## config.mk

```make
export PLATFORM = sky130hd
export DESIGN_NAME = urx_top
export DESIGN_NICKNAME = d
export VERILOG_FILES = /design/src/pkg/urx_pkg.sv /design/src/hdl/urx_top.sv
export SDC_FILE = /design/constraint.sdc
export NUM_CORES = 1
export LEC_CHECK = 0
export BUFFER_PORTS_ARGS = -buffer_cell sky130_fd_sc_hd__buf_2
export CORE_AREA = 3 3 96 190
export DETAILED_ROUTE_END_ITERATION = 16
export DIE_AREA = 0 0 99 193
export RECOVER_POWER = 50
export SYNTH_ARGS = -nofsm -noshare
export SYNTH_HDL_FRONTEND = slang
export SYNTH_SLANG_ARGS = --single-unit
```

## constraint.sdc

```tcl
create_clock -name clk_i -period 4 [get_ports clk_i]
set_input_delay 0.6 -clock clk_i [delete_from_list [all_inputs] [get_ports clk_i]]
set_output_delay 0.6 -clock clk_i [all_outputs]
set_load 0.01 [all_outputs]
```

## src/pkg/urx_pkg.sv

```systemverilog
// shared constants for the serial receiver with baud generator
// assumes an apb master with 32-bit data and byte addresses
package urx_pkg;
	// register byte addresses
	localparam logic [7:0] URX_OFS_BAUD = 8'h00;
	localparam logic [7:0] URX_OFS_STATUS = 8'h04;
	localparam logic [7:0] URX_OFS_MODE = 8'h08;
	localparam logic [7:0] URX_OFS_DATA = 8'h0C;
	// status bit positions
	localparam int URX_ST_AVAIL = 0;
	localparam int URX_ST_OVR = 1;
	localparam int URX_ST_RX_FRAMING_ERROR = 2;
	localparam int URX_ST_RX_PARITY_ERROR = 3;
	localparam int URX_ST_IDLE = 4;
	localparam int URX_ST_ADDR = 5;
	localparam int URX_ST_SEL = 6;
	// mode bit positions
	localparam int URX_MD_STOP = 0;
	localparam int URX_MD_DPS = 1;
	localparam int URX_MD_LOOP = 3;
	// data width and parity encodings
	localparam logic [1:0] URX_DPS_8E = 2'h1;
	localparam logic [1:0] URX_DPS_8O = 2'h2;
	localparam logic [1:0] URX_DPS_9N = 2'h3;
	// interrupt select encodings
	localparam logic [1:0] URX_SEL_THREE = 2'h2;
	localparam logic [1:0] URX_SEL_FULL = 2'h3;
	localparam int URX_THR_THREE = 3;
	// buffer entry layout: data, framing, parity
	localparam int URX_ENT_RX_FRAMING_ERROR = 9;
	localparam int URX_ENT_RX_PARITY_ERROR = 10;
	localparam int URX_ENT_W = 11;
	localparam int URX_FIFO_DEPTH = 4;
	// oversampling: sixteen ticks per bit, sample at the middle
	localparam logic [3:0] URX_PH_MID = 4'h7;
	localparam logic [3:0] URX_PH_LAST = 4'hF;
	localparam logic [3:0] URX_BITS_8 = 4'h7;
	localparam logic [3:0] URX_BITS_9 = 4'h8;
	localparam logic [15:0] URX_BAUD_RST = 16'h0000;
	typedef enum logic [2:0] {
		URX_IDLE, URX_START, URX_DATA, URX_PAR, URX_STOP1, URX_STOP2, URX_BRK_WAIT
	} urx_rx_state_t;
endpackage : urx_pkg

```

## src/hdl/urx_top.sv

```systemverilog
// serial receive path with 16-bit baud generator, four-word buffer and apb registers
// assumes clk_i is the instruction clock and tx_loop_i comes from the local transmitter
`timescale 1ns/100ps
// What this block does
// four-entry receive buffer holds up to four words; a word finished while it is full is dropped
// data available status reads 1 while buffer is not empty
// reading an empty buffer returns stale data and moves nothing
// each data read of a non-empty buffer pops; error flags follow the new head word
// reset empties the buffer
// select 00 or 01 interrupts on every buffer transfer outside address mode
// select 10 interrupts when a transfer leaves three words
// select 11 interrupts when a transfer fills the buffer
// overrun sets when full buffer meets a finished word at stop
// while overrun is set no new data is shifted in
// software checks and clears overrun; hardware only clears on reset
// framing error when any configured stop bit samples low
// framing and parity flags are read-only, stored per word, reset cleared
// parity error on wrong parity, only in odd or even mode
// idle status low from start detect to stop completion
// frame length comes from data/parity select and stop select
// long break ends as zero word with framing error and interrupt
// after a break wait for high line before hunting a start bit
// address mode: ninth bit set marks address and always interrupts
// loopback feeds receiver from internal transmit output
// software configures mode, then loopback, then enables transmit
// divisor 0..65535 gives bit rate clock over sixteen times divisor plus one
// sixteen ticks per bit find the start edge and centre sample
module urx_top import urx_pkg::*; #(
	parameter int DEPTH = URX_FIFO_DEPTH
) (
	// clock and reset
	input wire logic clk_i,
	input wire logic reset_i,
	// apb slave
	input wire logic psel_i,
	input wire logic penable_i,
	input wire logic pwrite_i,
	input wire logic [7:0] paddr_i,
	input wire logic [31:0] pwdata_i,
	output logic pready_o,
	output logic pslverr_o,
	output logic [31:0] prdata_o,
	// serial line
	input wire logic rx_pin_i,
	input wire logic tx_loop_i,
	// receive interrupt edge
	output logic rx_irq_o
);
	localparam int PW = $clog2(DEPTH);
	localparam int CW = $clog2(DEPTH + 1);
	localparam logic [CW-1:0] FULL_C = CW'(DEPTH);
	localparam logic [CW-1:0] THREE_C = CW'(URX_THR_THREE);
	localparam logic [PW-1:0] LASTP_C = PW'(DEPTH - 1);

	typedef struct packed {
		logic sync1;
		logic sync2;
		logic [15:0] baud;
		logic [15:0] bcnt;
		logic tick;
		logic [1:0] sel;
		logic addr_en;
		logic ovr;
		logic stop2;
		logic [1:0] dps;
		logic loop;
		urx_rx_state_t st;
		logic [3:0] ph;
		logic [3:0] bitn;
		logic [8:0] shf;
		logic par;
		logic rx_parity_error;
		logic rx_framing_error;
		logic [DEPTH-1:0][URX_ENT_W-1:0] mem;
		logic [PW-1:0] wp;
		logic [PW-1:0] rp;
		logic [CW-1:0] cnt;
		logic pready;
		logic pslverr;
		logic [31:0] prdata;
		logic irq;
	} urx_state_t;

	urx_state_t s_ff;
	urx_state_t nxt_s;
	logic acc_w, done_w, push_w, pop_w, frame_end_w, line_w, full_w;
	logic [URX_ENT_W-1:0] head_w;
	logic [URX_ENT_W-1:0] last_w;
	logic [PW-1:0] prevp_w;
	logic [CW-1:0] cnt_new_w;

	// head entry and line selection
	assign head_w = s_ff.mem[s_ff.rp];
	assign prevp_w = (s_ff.rp == '0) ? LASTP_C : s_ff.rp - 1'b1; // slot of the word read last
	assign last_w = s_ff.mem[prevp_w];
	assign line_w = s_ff.loop ? tx_loop_i : s_ff.sync2;
	assign acc_w = psel_i & penable_i;
	assign done_w = acc_w & s_ff.pready;

	// next-state logic for bus, baud generator, receiver and buffer
	always_comb begin
		logic rx_framing_error_now;
		logic [3:0] last_bit;
		rx_framing_error_now = 1'b0;
		nxt_s = s_ff;
		push_w = 1'b0;
		pop_w = 1'b0;
		frame_end_w = 1'b0;
		full_w = 1'b0;
		cnt_new_w = s_ff.cnt;
		last_bit = (s_ff.dps == URX_DPS_9N) ? URX_BITS_9 : URX_BITS_8;
		// two-stage pin synchroniser
		nxt_s.sync1 = rx_pin_i;
		nxt_s.sync2 = s_ff.sync1;
		// baud tick at sixteen times the bit rate
		if (s_ff.bcnt == 16'h0000) begin
			nxt_s.bcnt = s_ff.baud;
			nxt_s.tick = 1'b1;
		end else begin
			nxt_s.bcnt = s_ff.bcnt - 16'h0001;
			nxt_s.tick = 1'b0;
		end
		// apb: one wait state, answer registered
		nxt_s.pready = acc_w & ~s_ff.pready;
		nxt_s.pslverr = 1'b0;
		if (acc_w && !s_ff.pready) begin
			nxt_s.prdata = 32'h0000_0000;
			case (paddr_i)
				URX_OFS_BAUD: nxt_s.prdata[15:0] = s_ff.baud;
				URX_OFS_STATUS: begin
					nxt_s.prdata[URX_ST_AVAIL] = (s_ff.cnt != '0);
					nxt_s.prdata[URX_ST_OVR] = s_ff.ovr;
					nxt_s.prdata[URX_ST_RX_FRAMING_ERROR] = (s_ff.cnt != '0) & head_w[URX_ENT_RX_FRAMING_ERROR];
					nxt_s.prdata[URX_ST_RX_PARITY_ERROR] = (s_ff.cnt != '0) & head_w[URX_ENT_RX_PARITY_ERROR];
					nxt_s.prdata[URX_ST_IDLE] = (s_ff.st == URX_IDLE) | (s_ff.st == URX_BRK_WAIT);
					nxt_s.prdata[URX_ST_ADDR] = s_ff.addr_en;
					nxt_s.prdata[URX_ST_SEL+:2] = s_ff.sel;
				end
				URX_OFS_MODE: begin
					nxt_s.prdata[URX_MD_STOP] = s_ff.stop2;
					nxt_s.prdata[URX_MD_DPS+:2] = s_ff.dps;
					nxt_s.prdata[URX_MD_LOOP] = s_ff.loop;
				end
				URX_OFS_DATA: begin
					// an empty buffer shows the word read last and moves nothing
					nxt_s.prdata[8:0] = (s_ff.cnt != '0) ? head_w[8:0] : last_w[8:0];
				end
				default: nxt_s.pslverr = 1'b1;
			endcase
		end
		// register writes take effect at the completing edge
		if (done_w && pwrite_i) begin
			case (paddr_i)
				URX_OFS_BAUD: begin
					nxt_s.baud = pwdata_i[15:0];
					nxt_s.bcnt = pwdata_i[15:0]; // new rate applies at once
				end
				URX_OFS_STATUS: begin
					nxt_s.sel = pwdata_i[URX_ST_SEL+:2];
					nxt_s.addr_en = pwdata_i[URX_ST_ADDR];
					if (!pwdata_i[URX_ST_OVR])
						nxt_s.ovr = 1'b0;
				end
				URX_OFS_MODE: begin
					nxt_s.stop2 = pwdata_i[URX_MD_STOP];
					nxt_s.dps = pwdata_i[URX_MD_DPS+:2];
					nxt_s.loop = pwdata_i[URX_MD_LOOP];
				end
				default: ;
			endcase
		end
		// data read pops only when something is buffered
		if (done_w && !pwrite_i && paddr_i == URX_OFS_DATA && s_ff.cnt != '0) begin
			pop_w = 1'b1;
			nxt_s.rp = (s_ff.rp == LASTP_C) ? '0 : s_ff.rp + 1'b1;
		end
		// receiver, advanced on each baud tick
		if (s_ff.tick) begin
			nxt_s.ph = s_ff.ph + 4'h1;
			case (s_ff.st)
				URX_IDLE: begin
					if (!s_ff.ovr && !line_w) begin
						nxt_s.st = URX_START;
						nxt_s.ph = 4'h0;
					end
				end
				URX_START: begin
					if (s_ff.ph == URX_PH_MID && line_w)
						nxt_s.st = URX_IDLE; // glitch, not a start bit
					else if (s_ff.ph == URX_PH_LAST) begin
						nxt_s.st = URX_DATA;
						nxt_s.bitn = 4'h0;
						nxt_s.shf = 9'h000;
						nxt_s.par = 1'b0;
						nxt_s.rx_parity_error = 1'b0;
						nxt_s.rx_framing_error = 1'b0;
					end
				end
				URX_DATA: begin
					if (s_ff.ph == URX_PH_MID) begin
						nxt_s.shf[s_ff.bitn] = line_w;
						nxt_s.par = s_ff.par ^ line_w;
					end else if (s_ff.ph == URX_PH_LAST) begin
						if (s_ff.bitn != last_bit)
							nxt_s.bitn = s_ff.bitn + 4'h1;
						else if (s_ff.dps == URX_DPS_8E || s_ff.dps == URX_DPS_8O)
							nxt_s.st = URX_PAR;
						else
							nxt_s.st = URX_STOP1;
					end
				end
				URX_PAR: begin
					if (s_ff.ph == URX_PH_MID)
						nxt_s.rx_parity_error = (s_ff.par ^ line_w) ^ (s_ff.dps == URX_DPS_8O);
					else if (s_ff.ph == URX_PH_LAST)
						nxt_s.st = URX_STOP1;
				end
				URX_STOP1: begin
					if (s_ff.ph == URX_PH_MID) begin
						nxt_s.rx_framing_error = ~line_w;
						if (!s_ff.stop2) begin
							frame_end_w = 1'b1;
							rx_framing_error_now = ~line_w;
						end
					end else if (s_ff.ph == URX_PH_LAST)
						nxt_s.st = URX_STOP2;
				end
				URX_STOP2: begin
					if (s_ff.ph == URX_PH_MID) begin
						frame_end_w = 1'b1;
						rx_framing_error_now = s_ff.rx_framing_error | ~line_w;
					end
				end
				URX_BRK_WAIT: begin
					if (line_w)
						nxt_s.st = URX_IDLE;
				end
				default: nxt_s.st = URX_IDLE;
			endcase
		end
		// frame complete: transfer into buffer or flag overrun
		if (frame_end_w) begin
			nxt_s.rx_framing_error = rx_framing_error_now;
			nxt_s.st = line_w ? URX_IDLE : URX_BRK_WAIT;
			full_w = (s_ff.cnt == FULL_C) && !pop_w;
			if (full_w)
				nxt_s.ovr = 1'b1;
			else begin
				push_w = 1'b1;
				nxt_s.mem[s_ff.wp] = {s_ff.rx_parity_error, rx_framing_error_now, s_ff.shf};
				nxt_s.wp = (s_ff.wp == LASTP_C) ? '0 : s_ff.wp + 1'b1;
			end
		end
		// occupancy and interrupt edge
		cnt_new_w = s_ff.cnt + CW'(push_w) - CW'(pop_w);
		nxt_s.cnt = cnt_new_w;
		nxt_s.irq = 1'b0;
		if (push_w) begin
			if (s_ff.addr_en && s_ff.dps == URX_DPS_9N)
				nxt_s.irq = s_ff.shf[8];
			else if (s_ff.sel == URX_SEL_THREE)
				nxt_s.irq = (cnt_new_w == THREE_C);
			else if (s_ff.sel == URX_SEL_FULL)
				nxt_s.irq = (cnt_new_w == FULL_C);
			else
				nxt_s.irq = 1'b1;
		end
	end

	// state register; reset empties the buffer and clears all flags
	always_ff @(posedge clk_i) begin
		if (reset_i) begin
			s_ff <= '0;
			s_ff.baud <= URX_BAUD_RST;
			s_ff.sync1 <= 1'b1; // line idles high: no false start bit after reset
			s_ff.sync2 <= 1'b1;
		end else begin
			s_ff <= nxt_s;
		end
	end

	// outputs straight from flops
	assign pready_o = s_ff.pready;
	assign pslverr_o = s_ff.pslverr;
	assign prdata_o = s_ff.prdata;
	assign rx_irq_o = s_ff.irq;
endmodule : urx_top

```

# Word-level counts from Yosys, hierarchy flattened
# Cells that the tools add are included.
# op_classes
n_addsub	8
n_mul	0
reduce_logical	38
mux	76
n_eq_ne	43
n_shift	0
n_div	0
bitwise	14
n_lt_le_gt_ge	6
# op_table
cell	count
16-bit two-way mux	4
47-bit two-way mux	1
46-bit two-way mux	1
11-bit binary-select mux with 2-bit select	2
44-bit bitwise mux	1
3-bit two-way mux	13
3-bit != test (second input constant)	11
14-bit case mux with 2 select lines	1
4-bit two-way mux	6
1-bit two-way mux	23
23-bit two-way mux	1
11-bit demux with 2-bit select	1
11-bit two-way mux	2
3-bit case mux with 7 select lines	1
9-bit two-way mux	2
17-bit two-way mux	1
8-bit by 4-bit equality test with 1-bit output (second input constant)	2
16-bit zero test	1
2-bit != test (second input constant)	8
4-bit case mux with 4 select lines	1
16-bit by 1-bit subtractor with 16-bit output (second input constant)	1
3-bit equality test (second input constant)	5
5-bit AND reduction	3
7-bit two-way mux	2
other kinds (43)	91
# totals
word_cells	214
mem_bits_rw	0
rom_bits	0
input_bits	47
latchBits	0
reg_bits	136
out_inout_bits	35
mem_count	0

# Logic depth before layout (Yosys ltp)
# Gate-level depths: netlist of run 1.
# logic_depth
depth_word	16
mapped_depth	14
ltp_nobuf	13

# Worst setup path after synthesis of run 1
# No wires, ideal clock.
# synth_path
path_kind	input -> register
start	input port paddr_i[5]
end	register s_ff, in the netlist rx_irq_o
arrival_ps	3365
path_stages	13
path_slack_ps	556
required_ps	3921
n_path_buf	1
setup_ps	79
cell_sequence	or4_4 > buf_6 > nor4_4 > o21ai_2 > ha_1 > inv_1 > ha_1 > fa_1 > xnor3_1 > nor4bb_1 > a211o_1 > o21ai_0 > nor3_1
# synth_via
elab_chain_len	14
elab_cells_between_ends	17
cone_classes	add/sub: 2; eq/ne: 3; mux: 6; bitwise: 1; reduce/logical: 5
# synth_lines
item	line_no	source
start, declared	urx_top.sv:38	input wire logic [7:0] paddr_i,
8-bit by 4-bit equality test with 1-bit output (*)	urx_top.sv:173	if (done_w && !pwrite_i && paddr_i == URX_OFS_DATA && s_ff.cnt != '0) begin
1-bit logical AND (*) (2 in series)	urx_top.sv:173	
1-bit two-way mux (*)	urx_top.sv:173	
1-bit zero test	urx_top.sv:245	full_w = (s_ff.cnt == FULL_C) && !pop_w;
1-bit logical AND	urx_top.sv:245	
1-bit two-way mux	urx_top.sv:246	if (full_w)
1-bit two-way mux	urx_top.sv:242	if (frame_end_w) begin
3-bit by 1-bit adder with 3-bit output	urx_top.sv:255	cnt_new_w = s_ff.cnt + CW'(push_w) - CW'(pop_w);
3-bit by 1-bit subtractor with 3-bit output	urx_top.sv:255	
3-bit equality test	urx_top.sv:264	nxt_s.irq = (cnt_new_w == FULL_C);
1-bit two-way mux	urx_top.sv:263	else if (s_ff.sel == URX_SEL_FULL)
1-bit two-way mux	urx_top.sv:261	else if (s_ff.sel == URX_SEL_THREE)
1-bit two-way mux	urx_top.sv:259	if (s_ff.addr_en && s_ff.dps == URX_DPS_9N)
end signal, assigned	urx_top.sv:278	s_ff <= nxt_s;
end, declared	urx_top.sv:84	urx_state_t s_ff;
# Every way passes the cells marked *; elsewhere a longest branch is shown, timed or not.
# A chain may end at the register's enable or synchronous reset.

# Worst setup path in the final report of run 1
# layout_path
start	register s_ff[108] (netlist bit)
end	register s_ff, in the netlist rx_irq_o
# layout_via
elab_chain_len	10
elab_cells_between_ends	14
cone_classes	add/sub: 2; eq/ne: 4; mux: 6; bitwise: 1; reduce/logical: 1
# layout_lines
item	line_no	source
3-bit equality test	urx_top.sv:180	case (s_ff.st)
1-bit case mux with 2 select lines (*)	urx_top.sv:180	
1-bit two-way mux (*)	urx_top.sv:178	if (s_ff.tick) begin
1-bit two-way mux (*)	urx_top.sv:242	
3-bit by 1-bit adder with 3-bit output	urx_top.sv:255	
3-bit by 1-bit subtractor with 3-bit output	urx_top.sv:255	
3-bit equality test	urx_top.sv:264	
1-bit two-way mux	urx_top.sv:263	
1-bit two-way mux	urx_top.sv:261	
1-bit two-way mux	urx_top.sv:259	
# Marks and branches as above.

==> results.md, run 1 <==
Outcome:
- The flow ran to the end, but the final reports show violations.
- The final reports fail on capacitance limit, slew limit.

Placement:
- The final weighted congestion in routability-driven placement is 0.945.
- The post-detailed-placement half-perimeter wirelength is 14700 um.
- The count of input and output buffers is 49.
- The number of placed instances, taps included is between 1000 and 1500.
- Prior to clock tree synthesis, the placed netlist has a worst setup slack of between 500 and 600 ps.

Global route:
- The number of global-route vias before repair is 5784.
- The first global-routing pass estimated 31700 um of wire.
- Entering global routing, the biggest net connects 57 pins.
- The overflow left after global routing is 0.
- The number of antenna violations at the first check in global routing came to 0.
- The total track usage is 21.6%.

Finish:
- The net total in the final layout is 881.
- The post-route netlist has 15.4% of its cells at a drive strength greater than 1.
- The number of non-filler instances in the completed layout is 1036.
- 0 antenna diodes ended up in the layout.
- The layout overhead on the synthesized area is 11.4%.

Critical path:
- The critical path capture point type is a register.
- The kind of start point of the critical path is a register.
- The setup path with the least slack is of type register to register.
- Measured in cells, the most critical reg-to-reg path has a length of 12.
- The endpoint of the worst-slack reg-to-reg timing path is rx_irq_o.
- In this design, the critical path's most frequently occurring cell is sky130_fd_sc_hd__ha_1.
- On the worst path, the slowest cell contributes a delay of 600 ps.
- Of all nets on the critical path, the largest fanout is 14.
- The origin of the critical flop-to-flop path is s_ff[108].
- STA puts the critical path data arrival time at 3810 ps.
- Traced cell by cell, the critical path runs through nand2b_1, nor4_2, o21ai_2, ha_1, inv_1, ha_1, fa_1, xnor3_1, nor4bb_1, a211o_1, o21ai_0, nor3_1.
- At the worst endpoint, the required time is around 4300 ps.
- The slowest stage cell on the critical path is sky130_fd_sc_hd__dfxtp_1.
- The minimum setup slack among reg-to-reg paths is 520 ps.

Timing:
- The worst hold margin is 363 ps.
- At the pin with the least slew margin, the transition time is 2640 ps.
- Setup total negative slack on the finished layout was measured at 0 ps.
- The final period demand of the worst path is between 3000 and 4000 ps.
- The post-route clock skew is ~11 ps.
- The final hold violation count came to 0.
- Setup repair after global routing left no endpoint under its margin.
- The share of the clock period used by the worst path is around 87%.
- The count of final setup violators is 0.
- The max-slew violation total from the final report is 57.
- The final worst slack is between 500 and 600 ps.
- The worst slew slack as a fraction of its limit is -76.2%.
- The maximum frequency from static timing analysis is 288 MHz.

Floorplan:
- The y dimension of the die is 193 um.
- The die covers 0.0191 mm^2.
- The core region is 0.0168 mm^2.
- The number of placement rows is 67.
- The die is about 100 um wide.
- Pin placement for this block handled between 80 and 90 I/O pins.
- The initial utilization of the core area, before any placement, comes to 43.0%.

Synth:
- The total of flip-flops plus latches after synthesis is 136.
- The netlist area before placement is roughly 0.0073 mm^2.
- For this run, asynchronously set or reset flops after synthesis account for 0%.
- The instance count of the mapped netlist is 798.
- Among all flip-flop cells after synthesis, the most frequent one is sky130_fd_sc_hd__dfxtp_1.
- Sequential cells were found to cover 37.5% of the synthesized design area.
- The count of yosys warnings during synthesis is 0.
- The number of library cell types mapped by synthesis is 69.
- In this run, synthesis inferred 0 flip-flops with an integrated enable.
- Dividing the synthesized area by the synthesized cell count gives 9.09 um^2.

Clocking:
- After clock tree synthesis, the clock-pin slew on the worst setup and hold paths is 60 ps.
- The buffer cell driving the clock tree root is sky130_fd_sc_hd__clkbuf_16.
- The number of H-tree branching levels is 4.
- Clock latency on the worst-skew pair, taken at its later pin, is around 420 ps.
- TritonCTS built the clock tree.
- The TritonCTS sink count is 136.
- The hold buffer count at CTS is 0.
- The clock tree buffer depth is 2.
- The count of instances resized after the clock tree is built is 0.
- The number of buffers inserted during clock tree synthesis is 17.
- The post-CTS setup buffer count is 0.

Min path:
- The tightest min-delay check is of the primary input to register type.
- The startpoint of the lowest-slack hold path is rx_pin_i.
- The destination of the worst hold path is nxt_s[150].
- The worst hold path was traced through 2 stages.

Route:
- For this run, design rule violations remaining after detail routing come to 0.
- The detailed router finished its first iteration with 317 violations.
- The post-detailed-routing wire length is about 20000 um.
- The via density per instance is 5.71.
- The pre-antenna-repair detailed-routing pass consisted of 5 iterations.
- After detailed routing, the average wire length per cell comes to 19.3 um.
- The vias after detailed routing is 5914.
- In this run the remaining antenna-violating nets after routing total 0.

Pwr:
- Power spread over the standard cell area amounts to 478 mW/mm^2.
- VDD sags by at most 0.000258 V.
- The leakage component of the power is 0.00322 uW.

Flow run:
- The reported max-cap violation count is 1.
power by group:
part / switching, uW / internal (uW)
Combinational: 414 / 269
Clock: 610 / 1090
Sequential: 61.1 / 1420
through the flow:
step	util, %	instance area [um^2]	power [uW]
final	48.0	8080	3860
after global routing	48.0	8080	4050
after CTS	48.3	8130	3900
after detailed placement	44.5	7490	2190
after global placement	44.5	7490	2190
after floorplan	-	7310	2040
worst max path at each step:
stage	to	slack, ps	from
4_1_cts	rx_irq_o	590	s_ff[108]
3_5_place_dp	rx_irq_o	530	paddr_i[5]
6_report	rx_irq_o	520	s_ff[108]
5_1_grt	rx_irq_o	270	s_ff[108]
2_1_floorplan	rx_irq_o	560	paddr_i[5]
3_3_place_gp	rx_irq_o	550	paddr_i[5]
routing by layer:
metal  up-vias  track usage, %  routed length [um]
li1       2861               -                   -
met4         0            11.7                 967
met3        49            3.71                 719
met5         -               0                   0
met1      2840            20.8                6940
met2       164            42.3               11400
cell usage after synthesis, types with 13 or more instances:
cell type / instances / area share, %
sky130_fd_sc_hd__mux2i_1: 58 / 8.0
sky130_fd_sc_hd__dfxtp_1: 136 / 38
sky130_fd_sc_hd__nor2_1: 101 / 5.2
sky130_fd_sc_hd__clkbuf_1: 29 / 1.5
sky130_fd_sc_hd__nand3_1: 16 / 1.1
sky130_fd_sc_hd__buf_2: 13 / 0.90
sky130_fd_sc_hd__mux4_2: 20 / 6.2
sky130_fd_sc_hd__a21oi_1: 60 / 4.1
sky130_fd_sc_hd__or3_1: 14 / 1.2
sky130_fd_sc_hd__nand2_1: 57 / 2.9
sky130_fd_sc_hd__inv_1: 19 / 0.98
sky130_fd_sc_hd__a22oi_1: 16 / 1.7
sky130_fd_sc_hd__nand2b_1: 13 / 1.1
sky130_fd_sc_hd__nor3_1: 18 / 1.2
sky130_fd_sc_hd__ha_1: 17 / 2.9
sky130_fd_sc_hd__buf_4: 33 / 3.4
sky130_fd_sc_hd__o21ai_0: 20 / 1.4
cells in the final DEF, fill, tap and decap left out, drive strengths merged, types with 7 or more instances in the layout:
cell type / n
nor2b: 9
dfxtp: 136
or3: 14
nor2: 103
buf: 44
a31oi: 7
nor4: 9
nand4: 7
xnor2: 7
o21ai: 21
o211ai: 8
nand3b: 9
inv: 20
nand3: 16
conb: 16
mux2i: 58
nor3: 20
clkbuf: 43
a22oi: 16
ha: 17
mux4: 20
a21oi: 60
or2: 8
a211oi: 10
nand2: 57
nand2b: 13
and3: 7
cell families after synthesis:
| kind of cell | synth area share [%] |
|---|---|
| flip-flops | 37.5 |
| buffers and inverters | 7.47 |
| AND/OR/NAND/NOR | 20.4 |
| XOR/XNOR | 1.88 |
| other | 0.0517 |
| AO/OA/AOI/OAI | 14.6 |
| multiplexers | 14.8 |
| adder cells (fa/ha/maj) | 3.21 |
critical path, delay by kind of cell, from the launching register on:
family	cells	cell delay, ps
AO/OA/AOI/OAI	3	430
AND/OR/NAND/NOR	4	1200
flip-flops	1	600
adder cells (fa/ha/maj)	3	890
XOR/XNOR	1	210
buffers and inverters	1	40
cell type report:
cell class / count / area, um^2
timing repair buffer: 66 / 342
sequential: 136 / 2720
multi-input combinational: 576 / 4050
fill: 1660 / 8770
clock buffer: 21 / 470
clock inverter: 11 / 169
inverter: 19 / 71.3
tap: 207 / 259
Note: power is estimated with default switching activity, not from simulation.
==> run 2, diff against run 1 <==
BUFFER_PORTS_ARGS = -buffer_cell sky130_fd_sc_hd__buf_4   (was -buffer_cell sky130_fd_sc_hd__buf_2)
==> results.md, run 2 (synthesized netlist as in run 1, its figures left out) <==
Placement:
- The post-detailed-placement half-perimeter wirelength is 15100 um (+2.6%).
- The post-detailed-placement cell area is 0.00757 mm^2 (+1.0%).
- The final weighted congestion in routability-driven placement is 0.881 (-6.8%).
- The count of input and output buffers is 49 (unchanged).
- The setup slack after placement came to 515 ps (-10.5 ps).

Finish:
- The antenna diode instance count is 0 (unchanged).
- Leaving out fill and tap cells, the most frequent cells in the layout are sky130_fd_sc_hd__dfxtp_1, sky130_fd_sc_hd__nor2_1, sky130_fd_sc_hd__a21oi_1, sky130_fd_sc_hd__mux2i_1, sky130_fd_sc_hd__nand2_1.
- The utilization after layout is 47.9% (-0.12 points).
- The cell area after layout came to 0.00806 mm^2 (-0.25%).
- The net total in the final layout is 877 (-0.45%).
- The layout filler cell count is 1643 (-1.0%).
- The area of the multi-input gates is 0.00400 mm^2 (-1.2%).
- The storage element area is 0.00272 mm^2 (unchanged).
- The share of layout cells above drive strength 1 is 14.7% (-0.77 points).
- The most common library cell in the layout ignoring fill and taps is sky130_fd_sc_hd__dfxtp_1.
- The layout overhead on the synthesized area is 11.2%.

Pwr:
- The switching power of the nets is 1140 uW (+5.0%).
- The portion of total power attributed to the clock network is 43.3% (-0.8 points).
- The switching power share of the total is 29.6% (+1.6 points).
- The cell-internal power is 2700 uW (-2.7%).
- The fraction of power consumed by combinational cells is 18.1% (+0.4 points).
- The leakage component of the power is 0.00320 uW (-0.66%).
- The power per cell area is 477 mW/mm^2 (-0.33%).
- The portion of total power attributed to sequential cells is 38.6% (+0.4 points).
- The peak supply drop was 0.000235 V (-8.9%).

Timing:
- The count of final setup violators is 0 (unchanged).
- The final worst slack came to 462 ps (-61.3 ps).
- The final period demand of the worst path was 3540 ps (+61.3 ps).
- The worst hold margin is 358 ps (-4.25 ps).
- The max-slew violation total from the final report is 89 (+56%).
- The final hold violation count was 0 (unchanged).
- The setup TNS after final layout came to 0 ps (unchanged).
- The maximum frequency from static timing analysis came to 283 MHz (-1.7%).
- The share of the clock period used by the worst path was 88.4% (+1.5 points).
- The post-route clock skew was 17.3 ps (+5.78 ps).
- The slew at the pin closest to its max-slew limit is 1720 ps (-924 ps).
- The worst slew slack as a fraction of its limit is -17.6% (+59 points).
- Setup repair after global routing left no endpoint under its margin.

Route:
- The vias after detailed routing is 6009 (+1.6%).
- The via density per instance was 5.82 (+2.0%).
- The post-detailed-routing wire length was 20300 um (+1.3%).
- The remaining routing DRC violations is 0 (unchanged).
- The wire length per cell is 19.7 um (+1.7%).
- The number of nets with antenna violations after detailed routing was 0 (unchanged).
- The first-pass iteration count of the detailed router is 5 (unchanged).
- The number of DRC markers in iteration 0 came to 283 (-11%).

Flow run:
- The reported max-cap violation count came to 2 (+1).

Global route:
- The overflow left after global routing is 0 (unchanged).
- The total track usage is 21.7% (+0.14 points).
- The pin count of the biggest net entering global routing is 80 (+40%).
- The number of global-route vias before repair is 6137 (+6.1%).
- The global-route wire length before repair is 31900 um (+0.63%).
- The number of antenna violations at the first check in global routing is 0 (unchanged).

Clocking:
- The tree is rooted in a sky130_fd_sc_hd__clkbuf_16.
- The hold buffer count at CTS came to 0 (unchanged).
- The number of buffers inserted during clock tree synthesis was 17 (unchanged).
- The count of instances resized after the clock tree is built is 0 (unchanged).
- The TritonCTS clock tree is done.
- The TritonCTS sink count came to 136 (unchanged).
- The post-CTS setup buffer count is 0 (unchanged).
- The clock tree buffer depth came to 2 (unchanged).
- The number of H-tree branching levels is 4 (unchanged).
- The clock latency of the later-clocked register in the worst-skew pair is 430 ps (about the same).
- The clock input transition at the sequential cells of the worst setup and hold paths came to 70 ps (about the same).

Critical path:
- The worst setup path is launched from a register.
- The number of cell instances on the worst register-to-register path came to 13 (+1).
- The critical path class is register to register.
- The data arrival time at the worst-slack endpoint is 3880 ps (+70 ps).
- The worst setup path is captured at a register.
- The data required time at the worst endpoint is 4350 ps (+20 ps).
- The biggest fanout along the worst timing path was 14 (unchanged).

Outcome:
- The checks that failed: capacitance limit, slew limit.
- The run finished, with violations left.

Floorplan:
- The full die area is 0.0191 mm^2 (unchanged).
- The y dimension of the die is 193 um (unchanged).
- The x dimension of the die is 99 um (unchanged).
- The number of I/O pins is 82 (unchanged).
- The total core area is 0.0168 mm^2 (unchanged).
- The effective utilization at floorplan is 43.0% (unchanged).
- The number of placement rows is 67 (unchanged).

Min path:
- The hold-critical path depth is 2 (unchanged).
- The path class of the tightest hold or removal check is primary input to register.
run 2: changes by cell type in the layout (fill, tap and decap cells not counted), moves of 2 or more:
cell | previous run | this run
sky130_fd_sc_hd__inv_6 | 1 | 4
sky130_fd_sc_hd__buf_2 | 29 | 0
sky130_fd_sc_hd__clkinvlp_4 | 1 | 3
sky130_fd_sc_hd__buf_4 | 15 | 39
sky130_fd_sc_hd__nor4_1 | 4 | 6
sky130_fd_sc_hd__clkinv_2 | 3 | 0
sky130_fd_sc_hd__clkbuf_8 | 3 | 1
sky130_fd_sc_hd__clkbuf_1 | 22 | 20
run 2: cell type report:
cell class | instances | share of cell area, %
tap | 207 | 3.21
multi-input combinational | 576 | 49.6
sequential | 136 | 33.8
inverter | 19 | 0.885
clock buffer | 18 | 5.45
timing repair buffer | 62 | 4.78
clock inverter | 14 | 2.30
run 2: final timing paths:
check / startpoint / endpoint / slack, ps
max: s_ff[108] / rx_irq_o / 460
min: rx_pin_i / nxt_s[150] / 360
max reg2reg: s_ff[108] / rx_irq_o / 460
min reg2reg: nxt_s[150] / s_ff[150] / 410
run 2: per-layer routing:
metal  global-route usage [%]  vias to the layer above  part of all wire [%]
met3                     4.29                       72                   3.7
met5                        0                        -                     0
met4                     18.0                        0                   8.2
li1                         -                     2862                     -
met1                     20.3                     2898                    34
met2                     39.8                      177                    54
run 2: power groups by stage:
stage	clock network, uW	logic (uW)	registers (uW)
4_1_cts	1690	706	1480
3_5_place_dp	0	700	1510
2_1_floorplan	0	553	1490
6_report	1660	697	1480
5_1_grt	1750	778	1490
3_3_place_gp	0	692	1510
run 2: worst max-delay path: stages (launching register included):
cell and delay [ps]:
sky130_fd_sc_hd__dfxtp_1 590, sky130_fd_sc_hd__nand2b_1 290, sky130_fd_sc_hd__nor4_1 420, sky130_fd_sc_hd__buf_4 260, sky130_fd_sc_hd__o21ai_2 120, sky130_fd_sc_hd__ha_1 310, sky130_fd_sc_hd__inv_1 40, sky130_fd_sc_hd__ha_1 180
sky130_fd_sc_hd__fa_1 370, sky130_fd_sc_hd__xnor3_1 230, sky130_fd_sc_hd__nor4bb_1 300, sky130_fd_sc_hd__a211o_1 130, sky130_fd_sc_hd__o21ai_0 70, sky130_fd_sc_hd__nor3_1 120
run 2: metrics by stage:
stage	total power, uW	cells
floorplan	2040	813
global placement	2200	1000
detailed placement	2210	1000
CTS	3880	1032
global route	4020	1032
finish	3840	1032
==> run 3, diff against run 2 <==
CELL_PAD_IN_SITES_DETAIL_PLACEMENT = 1   (was default)
CELL_PAD_IN_SITES_GLOBAL_PLACEMENT = 2   (was default)
CORE_AREA = 3 3 104 205   (was 3 3 96 190)
DIE_AREA = 0 0 107 208   (was 0 0 99 193)
PLACE_DENSITY_LB_ADDON = 0.1   (was default)
==> results.md, run 3 (synthesized netlist as in run 1, its figures left out) <==
Floorplan:
- The total core area is 0.0200 mm^2 (+19%).
- The number of I/O pins is 82 (unchanged).
- The x dimension of the die is 107 um (+8.1%).
- The full die area came to 0.0223 mm^2 (+16%).
- The number of placement rows is 73 (+9.0%).
- The effective utilization at floorplan is 36.3% (-6.8 points).
- The y dimension of the die is 208 um (+7.8%).

Placement:
- The count of input and output buffers is 49 (unchanged).
- The setup slack after placement was 428 ps (-87.8 ps).
- The post-detailed-placement half-perimeter wirelength is 17500 um (+16%).
- The final weighted congestion in routability-driven placement is 0.784 (-11%).
- The number of placed instances, taps included is 1057 (+5.7%).

Global route:
- The overflow left after global routing came to 0 (unchanged).
- The number of global-route vias before repair is 6497 (+5.9%).
- The number of antenna violations at the first check in global routing is 0 (unchanged).
- The total track usage is 21.6% (-0.11 points).
- The global-route wire length before repair is 36600 um (+15%).
- The pin count of the biggest net entering global routing came to 65 (-19%).

Critical path:
- The worst setup path is launched from a primary input.
- The data arrival time at the worst-slack endpoint came to 3840 ps (-40 ps).
- By startpoint and endpoint, the worst setup path is classified as primary input to register.
- The startpoint of the most critical setup path is reset_i.
- The worst setup path is captured at a register.
- The data required time at the worst endpoint is 4270 ps (-80 ps).
- The minimum setup slack among reg-to-reg paths was 480 ps (+20 ps).
- The worst register-to-register path begins at s_ff[102].
- The biggest fanout along the worst timing path is 64 (+50).

Clocking:
- The number of H-tree branching levels is 4 (unchanged).
- The post-CTS setup buffer count came to 0 (unchanged).
- The number of buffers inserted during clock tree synthesis is 17 (unchanged).
- The count of instances resized after the clock tree is built is 0 (unchanged).
- The tree is rooted in a sky130_fd_sc_hd__clkbuf_16.
- The clock latency of the later-clocked register in the worst-skew pair was 430 ps (about the same).
- The hold buffer count at CTS is 0 (unchanged).
- The TritonCTS clock tree is done.
- The clock input transition at the sequential cells of the worst setup and hold paths is 60 ps (about the same).
- The TritonCTS sink count is 136 (unchanged).
- The clock tree buffer depth is 2 (unchanged).

Route:
- The number of DRC markers in iteration 0 was 261 (-7.8%).
- The number of nets with antenna violations after detailed routing is 0 (unchanged).
- The wire length per cell came to 21.5 um (+9.1%).
- The via density per instance is 5.52 (-5.2%).
- The remaining routing DRC violations came to 0 (unchanged).
- The vias after detailed routing is 5997 (-0.20%).
- The post-detailed-routing wire length is 23300 um (+15%).
- The first-pass iteration count of the detailed router came to 4 (-1).

Timing:
- The slew at the pin closest to its max-slew limit is 3170 ps (+1450 ps).
- The share of the clock period used by the worst path is 89.2% (+0.78 points).
- The max-slew violation total from the final report is 65 (-27%).
- The maximum frequency from static timing analysis is 280 MHz (-0.88%).
- The final hold violation count is 0 (unchanged).
- The worst slew slack as a fraction of its limit came to -111% (-94 points).
- The final period demand of the worst path is 3570 ps (+31.4 ps).
- The post-route clock skew was 8.38 ps (-8.88 ps).
- The final worst slack is 431 ps (-31.4 ps).
- The setup TNS after final layout is 0 ps (unchanged).
- Setup repair after global routing left no endpoint under its margin.
- The count of final setup violators is 0 (unchanged).

Finish:
- The library cell used most frequently in the layout, excluding fill and tap cells, is sky130_fd_sc_hd__dfxtp_1.
- The antenna diode instance count came to 0 (unchanged).
- The net total in the final layout is 879 (+0.23%).
- The layout filler cell count is 2334 (+42%).
- The library cells used most frequently in the layout, excluding fill and tap cells, are sky130_fd_sc_hd__dfxtp_1, sky130_fd_sc_hd__nor2_1, sky130_fd_sc_hd__a21oi_1, sky130_fd_sc_hd__mux2i_1, sky130_fd_sc_hd__nand2_1.
- The share of layout cells above drive strength 1 was 15.3% (+0.61 points).
- The number of non-filler instances in the completed layout was 1087 (+5.3%).
- The layout overhead on the synthesized area is 13.1%.

Min path:
- In this run the worst hold path is classified as primary input to register.
- The startpoint of the lowest-slack hold path is rx_pin_i.

Pwr:
- The cell-internal power is 2800 uW (+3.6%).
- The portion of total power attributed to the clock network is 43.5% (+0.2 points).
- The portion of total power attributed to sequential cells is 37.5% (-1.1 points).
- The switching power share of the total is 29.2% (-0.41 points).
- The fraction of power consumed by combinational cells is 19.1% (+1.0 points).
- The switching power of the nets is 1160 uW (+1.6%).
- The power per cell area is 483 mW/mm^2 (+1.3%).
- The overall power consumption is 3960 uW (+3.0%).
- The peak supply drop is 0.000255 V (+8.7%).
- The leakage component of the power was 0.00324 uW (+1.2%).

Outcome:
- The flow ran to the end, but the final reports show violations.
- The final reports fail on capacitance limit, slew limit.

Flow run:
- The reported max-cap violation count is 1 (-1).
==> run 3: cell count changes in the layout (fill, tap and decap cells not counted), sizes merged <==
| cell | delta |
|---|---|
| buf | +3 |
| clkinvlp | -3 |
| inv | -3 |
| bufinv | +2 |
| clkinv | +2 |
| clkbuf | -1 |
==> run 3: worst max-delay path, stage by stage <==
cell and delay, ps:
sky130_fd_sc_hd__clkbuf_1 2200, sky130_fd_sc_hd__clkbuf_2 690, sky130_fd_sc_hd__a21o_1 220, sky130_fd_sc_hd__o21ai_0 100
==> run 3: stage by stage <==
| step | hold WS, ps | area [um^2] | utilization (%) |
|---|---|---|---|
| 6_report | 354 | 8200 | 41.0 |
| 5_1_grt | 338 | 8200 | 41.0 |
| 4_1_cts | 333 | 8280 | 41.4 |
| 3_5_place_dp | 405 | 7650 | 38.3 |
| 3_3_place_gp | 398 | 7650 | 38.3 |
| 2_1_floorplan | 389 | 7310 | - |
==> run 3: per-layer routing <==
layer / track usage, % / vias to the layer above / share of wire (%)
li1: - / 2851 / -
met1: 20.3 / 3012 / 35
met2: 42.7 / 89 / 59
met3: 3.63 / 45 / 2.2
met4: 11.5 / 0 / 4.6
met5: 0 / - / 0
==> run 3: final cells by class <==
class	instances	area [um^2]	area share [%]
clock buffer	18	429	5.23
clock inverter	12	200	2.44
inverter	19	71.3	0.869
multi-input combinational	576	4050	49.4
sequential	136	2720	33.2
tap	262	328	4.00
timing repair buffer	64	400	4.88
==> run 3: path summary, 6_finish.rpt <==
check | to | cells past startpoint
setup / recovery | register | 4
setup reg to reg | rx_irq_o | 13
hold reg to reg | s_ff[150] | 1
hold / removal | nxt_s[150] | 2
==> run 3: power groups by stage <==
stage               Clock, uW  Combinational (uW)  Sequential, uW
finish                   1720                 755            1480
global route             1820                 828            1490
CTS                      1760                 759            1480
detailed placement          0                 749            1510
global placement            0                 740            1510
floorplan                   0                 553            1490
